$ cat src/hdl/csp_defines.svh
`ifndef CSP_DEFINES_SVH
`define CSP_DEFINES_SVH

// Word and control-register geometry
`define CSP_WORD_W 16
`define CSP_REG_W 8
`define CSP_REG_MSB 7
`define CSP_REG_LSB 0
`define CSP_NREG 3'h5
`define CSP_CTRL_RST 8'h00

// Control register letters A and B of A..E
`define CSP_REG_A 3'h0
`define CSP_REG_B 3'h1

// Field positions
`define CSP_FRAME_SYNC_LOOPBACK_BIT 0
`define CSP_RATE_LSB 0
`define CSP_CW_CTRL 15
`define CSP_CW_WR 14
`define CSP_CW_CH 12
`define CSP_CW_ADDR 8
`define CSP_CW_DATA 0

// Timing counts
`define CSP_RATE_BASE 256
`define CSP_TICK_W 11
`define CSP_MCLK_DIV 1
`define CSP_SCLK_HALF 1
`define CSP_DIV_W 8

`endif

$ cat src/hdl/csp_pkg.sv
`include "csp_defines.svh"

package csp_pkg;

    typedef enum logic [2:0] {
        CSP_IDLE = 3'b001,
        CSP_SYNC = 3'b010,
        CSP_SHIFT = 3'b100
    } csp_tx_state_t;

    typedef struct packed {
        logic en_meta;
        logic en_s;
        logic [`CSP_DIV_W-1:0] dm_cnt;
        logic [`CSP_DIV_W-1:0] sclk_cnt;
        logic sclk;
        csp_tx_state_t state;
        logic [3:0] bit_cnt;
        logic [`CSP_WORD_W-1:0] tx_sh;
        logic so;
        logic so_oe;
        logic fso;
        logic fs_oe;
        logic rx_act;
        logic [3:0] rx_cnt;
        logic [`CSP_WORD_W-1:0] rx_sh;
        logic [1:0][4:0][`CSP_REG_W-1:0] ctrl;
        logic [1:0][`CSP_WORD_W-1:0] dac_in;
        logic [1:0][`CSP_WORD_W-1:0] dac_out;
        logic [1:0][`CSP_WORD_W-1:0] adc_res;
        logic [1:0] pend;
        logic rd_pend;
        logic [`CSP_WORD_W-1:0] rd_word;
        logic ch_tog;
    } csp_port_t;

    typedef struct packed {
        logic [`CSP_TICK_W-1:0] cnt;
        logic tick;
    } csp_tick_t;

endpackage

$ cat src/hdl/csp_rate_tick.sv
`timescale 1ns/1ns
`include "csp_defines.svh"

module csp_rate_tick
    import csp_pkg::*;
#(
    parameter int RATE_BASE = `CSP_RATE_BASE
) (
    input wire logic core_clk,
    input wire logic srst,
    input wire logic clear,
    input wire logic step,
    input wire logic [1:0] rate_select_field,
    output logic tick
);

    if (RATE_BASE < 2 || RATE_BASE * 8 > (1 << `CSP_TICK_W)) begin : g_chk
        $error("csp_rate_tick: RATE_BASE out of range");
    end

    csp_tick_t s;
    csp_tick_t next_s;
    logic [`CSP_TICK_W-1:0] term;

    // Four rates: base, base*2, base*4, base*8 device clocks per sample
    assign term = `CSP_TICK_W'((RATE_BASE << rate_select_field) - 1);

    always_comb begin
        next_s = s;
        next_s.tick = 1'b0;
        if (srst || clear) begin
            next_s = '0;
        end else if (step) begin
            // Going from slow to fast rate must not strand cnt above term
            if (s.cnt >= term) begin
                next_s.cnt = '0;
                next_s.tick = 1'b1;
            end else begin
                next_s.cnt = s.cnt + 1'b1;
            end
        end
    end

    always_ff @(posedge core_clk) begin
        s <= next_s;
    end

    assign tick = s.tick;
endmodule

$ cat src/hdl/csp_serial_port.sv
`timescale 1ns/1ns
`include "csp_defines.svh"

// Operation
// - Port enable low: outputs three-stated, serial inputs and frame sync ignored.
// - Port enable low: internal serial bit clock is stopped to save power.
// - Port enable may change at any time, with no relation to clocks.
// - On re-enable, control and data registers keep values; counters restart from reset.
// - Each channel picks one of four sample rates by its two-bit rate field.
// - Each sample tick refreshes converter result and loads output converter from input register.
// - Five control registers A to E per channel, writable and readable.
// - Control registers are eight bits, bit 7 most significant, bit 0 least.
// - Device master clock is the external clock divided on chip.
// - Loop-back: output frame sync also frames input words, transfers run together.
// - Serial output launched on rising bit clock edge, three-stated when idle.
// - Output frame sync is one bit wide, one bit before the output MSB.
// - Input sync one bit before input MSB; sync and data sampled on falling edge.
// - Reset returns registers and all digital state to initial values.
module csp_serial_port
    import csp_pkg::*;
#(
    parameter int MCLK_DIV = `CSP_MCLK_DIV,
    parameter int SCLK_HALF = `CSP_SCLK_HALF,
    parameter int RATE_BASE = `CSP_RATE_BASE
) (
    input wire logic core_clk,
    input wire logic srst,
    input wire logic port_enable_pin,
    input wire logic serial_in_line,
    input wire logic in_frame_sync,
    input wire logic [`CSP_WORD_W-1:0] adc_sample0,
    input wire logic [`CSP_WORD_W-1:0] adc_sample1,
    output logic sclk_out,
    output logic serial_out_line,
    output logic serial_out_oe,
    output logic out_frame_sync,
    output logic out_frame_sync_oe,
    output logic [`CSP_WORD_W-1:0] dac_value0,
    output logic [`CSP_WORD_W-1:0] dac_value1
);

    if (MCLK_DIV < 1 || MCLK_DIV > (1 << `CSP_DIV_W) || SCLK_HALF < 1 || SCLK_HALF > (1 << `CSP_DIV_W))
    begin : g_chk
        $error("csp_serial_port: divider parameter out of range");
    end

    csp_port_t s;
    csp_port_t next_s;
    logic device_master_clock;
    logic [1:0] rate_tick;
    logic [1:0][`CSP_WORD_W-1:0] adc_in;

    assign adc_in = {adc_sample1, adc_sample0};
    // Enable pulse standing for the divided device clock
    assign device_master_clock = (s.dm_cnt == `CSP_DIV_W'(MCLK_DIV - 1));

    for (genvar c = 0; c < 2; c++) begin : g_rate
        csp_rate_tick #(
            .RATE_BASE(RATE_BASE)
        ) u_tick (
            .core_clk(core_clk),
            .srst(srst),
            .clear(!s.en_s),
            .step(device_master_clock),
            .rate_select_field(s.ctrl[c][`CSP_REG_B][`CSP_RATE_LSB +: 2]),
            .tick(rate_tick[c])
        );
    end

    always_comb begin
        logic rise;
        logic fall;
        logic fs_in;
        logic done;
        logic ch;
        logic [2:0] addr;
        logic [`CSP_WORD_W-1:0] w;
        logic [`CSP_WORD_W-1:0] reply;
        rise = 1'b0;
        fall = 1'b0;
        fs_in = 1'b0;
        done = 1'b0;
        ch = 1'b0;
        addr = '0;
        w = '0;
        reply = '0;
        next_s = s;
        next_s.en_meta = port_enable_pin;
        next_s.en_s = s.en_meta;
        next_s.dm_cnt = device_master_clock ? '0 : s.dm_cnt + 1'b1;

        if (!s.en_s) begin
            // Registers A..E, dac_in, dac_out and adc_res are left alone
            next_s.dm_cnt = '0;
            next_s.sclk_cnt = '0;
            next_s.sclk = 1'b0;
            next_s.state = CSP_IDLE;
            next_s.bit_cnt = '0;
            next_s.tx_sh = '0;
            next_s.so = 1'b0;
            next_s.so_oe = 1'b0;
            next_s.fso = 1'b0;
            next_s.fs_oe = 1'b0;
            next_s.rx_act = 1'b0;
            next_s.rx_cnt = '0;
            next_s.rx_sh = '0;
            next_s.pend = '0;
            next_s.rd_pend = 1'b0;
            next_s.rd_word = '0;
            next_s.ch_tog = 1'b0;
        end else begin
            next_s.fs_oe = 1'b1;
            if (device_master_clock) begin
                if (s.sclk_cnt == `CSP_DIV_W'(SCLK_HALF - 1)) begin
                    next_s.sclk_cnt = '0;
                    next_s.sclk = !s.sclk;
                    rise = !s.sclk;
                    fall = s.sclk;
                end else begin
                    next_s.sclk_cnt = s.sclk_cnt + 1'b1;
                end
            end

            // Receive side works on the falling edge only
            if (fall) begin
                fs_in = s.ctrl[0][`CSP_REG_A][`CSP_FRAME_SYNC_LOOPBACK_BIT] ? s.fso : in_frame_sync;
                done = s.rx_act && s.rx_cnt == 4'hf;
                if (s.rx_act) begin
                    next_s.rx_sh = {s.rx_sh[`CSP_WORD_W-2:0], serial_in_line};
                    next_s.rx_cnt = s.rx_cnt + 1'b1;
                end
                if (done) begin
                    next_s.rx_act = 1'b0;
                    w = {s.rx_sh[`CSP_WORD_W-2:0], serial_in_line};
                    ch = w[`CSP_CW_CH];
                    addr = w[`CSP_CW_ADDR +: 3];
                    if (w[`CSP_CW_CTRL]) begin
                        if (addr < `CSP_NREG) begin
                            if (w[`CSP_CW_WR]) begin
                                next_s.ctrl[ch][addr] = w[`CSP_CW_DATA +: `CSP_REG_W];
                            end else begin
                                reply[`CSP_CW_CTRL] = 1'b1;
                                reply[`CSP_CW_CH] = ch;
                                reply[`CSP_CW_ADDR +: 3] = addr;
                                reply[`CSP_CW_DATA +: `CSP_REG_W] = s.ctrl[ch][addr];
                                next_s.rd_word = reply;
                                next_s.rd_pend = 1'b1;
                            end
                        end
                    end else begin
                        // Data words carry 15 bits; channels take them in turn
                        next_s.dac_in[s.ch_tog] = {w[`CSP_WORD_W-2:0], 1'b0};
                        next_s.ch_tog = !s.ch_tog;
                    end
                end
                if (fs_in && (!s.rx_act || done)) begin
                    next_s.rx_act = 1'b1;
                    next_s.rx_cnt = '0;
                end
            end

            // Transmit side works on the rising edge only
            if (rise) begin
                unique case (s.state)
                    CSP_IDLE: begin
                        if (s.rd_pend || s.pend != 2'b00) begin
                            // Read replies go first so a control poll is never starved
                            if (s.rd_pend) begin
                                next_s.tx_sh = s.rd_word;
                                next_s.rd_pend = 1'b0;
                            end else if (s.pend[0]) begin
                                next_s.tx_sh = s.adc_res[0];
                                next_s.pend[0] = 1'b0;
                            end else begin
                                next_s.tx_sh = s.adc_res[1];
                                next_s.pend[1] = 1'b0;
                            end
                            next_s.fso = 1'b1;
                            next_s.state = CSP_SYNC;
                        end
                    end
                    CSP_SYNC: begin
                        next_s.fso = 1'b0;
                        next_s.so = s.tx_sh[`CSP_WORD_W-1];
                        next_s.so_oe = 1'b1;
                        next_s.tx_sh = {s.tx_sh[`CSP_WORD_W-2:0], 1'b0};
                        next_s.bit_cnt = '0;
                        next_s.state = CSP_SHIFT;
                    end
                    CSP_SHIFT: begin
                        if (s.bit_cnt == 4'hf) begin
                            next_s.so_oe = 1'b0;
                            next_s.so = 1'b0;
                            next_s.state = CSP_IDLE;
                        end else begin
                            next_s.so = s.tx_sh[`CSP_WORD_W-1];
                            next_s.tx_sh = {s.tx_sh[`CSP_WORD_W-2:0], 1'b0};
                            next_s.bit_cnt = s.bit_cnt + 1'b1;
                        end
                    end
                    default: begin
                        next_s.state = CSP_IDLE;
                    end
                endcase
            end

            // Sample ticks come last so a new sample beats the transmit clear
            for (int c = 0; c < 2; c++) begin
                if (rate_tick[c]) begin
                    next_s.adc_res[c] = adc_in[c];
                    next_s.dac_out[c] = s.dac_in[c];
                    next_s.pend[c] = 1'b1;
                end
            end
        end

        if (srst) begin
            next_s = '0;
            next_s.ctrl = {10{`CSP_CTRL_RST}};
            next_s.state = CSP_IDLE;
        end
    end

    always_ff @(posedge core_clk) begin
        s <= next_s;
    end

    assign sclk_out = s.sclk;
    assign serial_out_line = s.so;
    assign serial_out_oe = s.so_oe;
    assign out_frame_sync = s.fso;
    assign out_frame_sync_oe = s.fs_oe;
    assign dac_value0 = s.dac_out[0];
    assign dac_value1 = s.dac_out[1];
endmodule

$ cat config.mk
export PLATFORM = sky130hd
export DESIGN_NAME = csp_serial_port
export DESIGN_NICKNAME = d
export VERILOG_FILES = /design/src/hdl/csp_pkg.sv /design/src/hdl/csp_rate_tick.sv /design/src/hdl/csp_serial_port.sv
export VERILOG_INCLUDE_DIRS = /design/src /design/src/hdl
export SDC_FILE = /design/constraint.sdc
export NUM_CORES = 1
export LEC_CHECK = 0
export ABC_AREA = 1
export BUFFER_PORTS_ARGS = -buffer_cell sky130_fd_sc_hd__buf_2
export CELL_PAD_IN_SITES_DETAIL_PLACEMENT = 0
export CELL_PAD_IN_SITES_GLOBAL_PLACEMENT = 1
export CORE_MARGIN = 2
export CORE_UTILIZATION = 48
export DETAILED_ROUTE_END_ITERATION = 10
export GPL_TIMING_DRIVEN = 0
export PLACE_DENSITY = 0.9
export SETUP_SLACK_MARGIN = 0.02
export SLEW_MARGIN = 10
export SYNTH_ARGS = -nofsm -noshare
export SYNTH_HDL_FRONTEND = slang
export SYNTH_HIERARCHICAL = 1
export SYNTH_SLANG_ARGS = --single-unit
$ cat constraint.sdc
create_clock -name core_clk -period 4.55 [get_ports core_clk]
set_input_delay 0.455 -clock core_clk [delete_from_list [all_inputs] [get_ports core_clk]]
set_output_delay 0.455 -clock core_clk [all_outputs]
set_load 0.02 [all_outputs]
==> impl_results.md <==
- Vias in the first global route: ~11000
- Final ANT Viol Nets: 0
- Comb pwr share: 0.017
- Initial antenna violation count: 0
- Max-Cap Viols: 0
- Clock Power Share: 0.507
- Drt pass-1 iters: 5
- CTS root buffer: clkbuf_16
- Core area: roughly 27000 µm²
- Post-synth top cells: nor2_1, nand2_1, dfxtp_1
- Cells after DPL: between 2000 and 2500
- Syn Inst Count: approximately 1900
- N_diodes: 0
- Main synth FF type: dfxtp_1
- Max-slew violations: 0
- Routability congestion estimate: 0.861
- Most frequent cell after synthesis: nor2_1
- Net Sw Frac: 0.209
- Ranking of synthesized cells by area: dfxtp_1, nor2_1, nand2_1, o21ai_0, inv_1
- Register area share after synthesis: 0.434
- H-tree lvl count: 1
- Setup TNS: 0 ns
- Tightest Hold Check Type: input pin to flop
- Synth area leader: dfxtp_1
- Crit path DAT: around 2.8 ns
- GRT Total Usage: 0.237
- Post-CTS sizing: 0
- Finish-stage setup viols: 0
- Tcrit/Tclk final: 0.507
- Layout cells sized above 1: 0.133
- Post-synth ARST share: 0
- NumNets Final: 2026
- WL/cell: 14.5 µm
- Fillers: ~2600
- GRT Residual Overflow: 0
- CP Class: flop to flop
- Post-Route Skew: between 0.02 and 0.03 ns
- Final hold vios: 0
- Via density: roughly 5
- P_sw: about 0.0011 W
- Avg Inst Size Synth: roughly 7 µm²
- Yosys warns: 6
- Critical path launch point type: flop
- Routed Wire Length: 34.0 mm
- CTS Hold Bufs: 0
- Die X: ~170 µm
- WP data required: 4.99 ns
- CP endpoint kind: flop
- Die Area: about 29000 µm²
- DRT iter0 DRCs: roughly 870
- Cell Area, Synth: about 13000 µm²
- Drc violations: 0
- Top cell type's share of synthesized area: 0.434
- Largest net degree at the start of global routing: 16
- CTS sink count: approximately 280
- Die height: about 170 µm
- Placed wire-length estimate: between 20 and 25 mm
- Crit path max fanout: 10
- Row count: 60
- Slew Limit Headroom: 0.461
- Input/output buffers: 73
- CTS clock-pin slew for the worst setup and hold paths: roughly 0.06 ns
- Starting Density: 0.487
- Cell Int Power: about 0.0041 W
- Tmin final: 2.31 ns
- Number of synthesized register bits: 283
- Syn Nets: between 1500 and 2000
- Post-synth EDFFs: 0
- FMAX: roughly 430 MHz
- Clock latency on the worst-skew pair: roughly 0.57 ns
- Synthesis-to-layout area growth: 14.4%
- Post-Layout Cell Count: 2339
- Vias: between 10000 and 15000
- Post-CTS Setup Inserts: 0
- First-pass GRT wire length: about 55 mm
- Inserted Clock Buffers: 31
- VDD IR max: approximately 0.26 mV
- Ports: 74
- Count of different cell masters after synthesis: 39
- Static leakage: between 6 and 7 nW
- Worst-Margin Slew: between 0.8 and 0.9 ns
- Status: complete, no violations
- Register share of total power: 0.477
- CTS tree: built
- PD cells: about 350 nW/µm²
- Clk buf depth: 3
- Unrepaired setup endpoints after global routing: false
-- worst max-delay path: stages, from the launching register on --
cell      delay, ns
dfxtp_1        0.33
inv_1          0.06
ha_1           0.18
nand3_1        0.13
nor2_4         0.29
nand3_4        0.17
nor2_4         0.27
nand3_1        0.23
clkbuf_1       0.27
nor2_1         0.17
nor2_1         0.06
-- placed cells by master, fill, tap and decap left out, types with 5 or more instances in the layout --
master and n:
nor2_1 428, nand2_1 327, dfxtp_1 283, inv_1 185
o21ai_0 169, a21oi_1 118, buf_2 88, clkbuf_1 57
nand3_1 54, buf_4 35, clkbuf_16 31, nor2_2 27
nor3_1 26, nand2_2 17, ha_1 14, inv_2 12
xor2_1 11, buf_6 11, nand4_1 9, xnor2_1 9
nand4_4 9, clkbuf_8 9, buf_1 8, a211oi_1 8
o21ai_1 8, clkinv_2 6, a22oi_1 5
-- through the flow --
stage	total power [W]	setup WS (ns)	cell area [µm²]	hold slack, ns	util
CTS	0.00526	2.22	14900	0.119	0.557
detailed placement	0.00262	1.92	13800	0.402	0.516
floorplan	0.00258	2.73	13000	0.388	-
global route	0.00537	2.03	14900	0.127	0.557
global placement	0.00262	1.94	13800	0.395	0.516
finish	0.00521	2.24	14900	0.127	0.557
-- area by class of cell --
cell class	count	area (µm²)	area share
multi-input cells	1263	5920	0.397
plain buffers	124	714	0.0479
flip-flops and latches	283	5670	0.380
repair buffers	73	365	0.0245
clock inverters	13	175	0.0117
clock buffers	43	911	0.0610
inverters	199	747	0.0500
well taps	341	427	0.0286
-- routing by layer --
| metal | track usage | vias up | routed length, µm |
|---|---|---|---|
| li1 | - | 6063 | - |
| met1 | 0.321 | 5346 | 15700 |
| met2 | 0.397 | 265 | 15600 |
| met3 | 0.0318 | 65 | 1840 |
| met4 | 0.0656 | 0 | 908 |
| met5 | 0 | - | 0 |
-- cell families after synthesis --
family                   count (synthesis)  share of synthesized area
AND/OR/NAND/NOR                        916                      0.303
XOR/XNOR                                20                     0.0134
multiplexers                             2                    0.00153
flip-flops                             283                      0.434
buffers and inverters                  323                      0.112
adder cells (fa/ha/maj)                 14                     0.0134
AO/OA/AOI/OAI                          311                      0.122
-- final timing paths --
| check | slack (ns) | end | cells after the start | start |
|---|---|---|---|---|
| hold / removal | 0.13 | s[262]$_SDFF_PP0_ | 3 | port_enable_pin |
| setup reg to reg | 2.24 | flop | 10 | s[253]$_SDFF_PP0_ |
| hold reg to reg | 0.41 | s[261]$_SDFF_PP0_ | 2 | s[262]$_SDFF_PP0_ |
| setup / recovery | 2.24 | flop | 10 | s[253]$_SDFF_PP0_ |
-- power by group through the flow --
stage | sequential, W | clock (W) | combinational, W
4_1_cts | 0.00248 | 0.00269 | 0.0000867
6_report | 0.00248 | 0.00264 | 0.0000871
5_1_grt | 0.00248 | 0.00280 | 0.0000952
3_5_place_dp | 0.00254 | 0 | 0.0000859
3_3_place_gp | 0.00254 | 0 | 0.0000858
2_1_floorplan | 0.00254 | 0 | 0.0000448
Power figures use the tool's default switching activity.
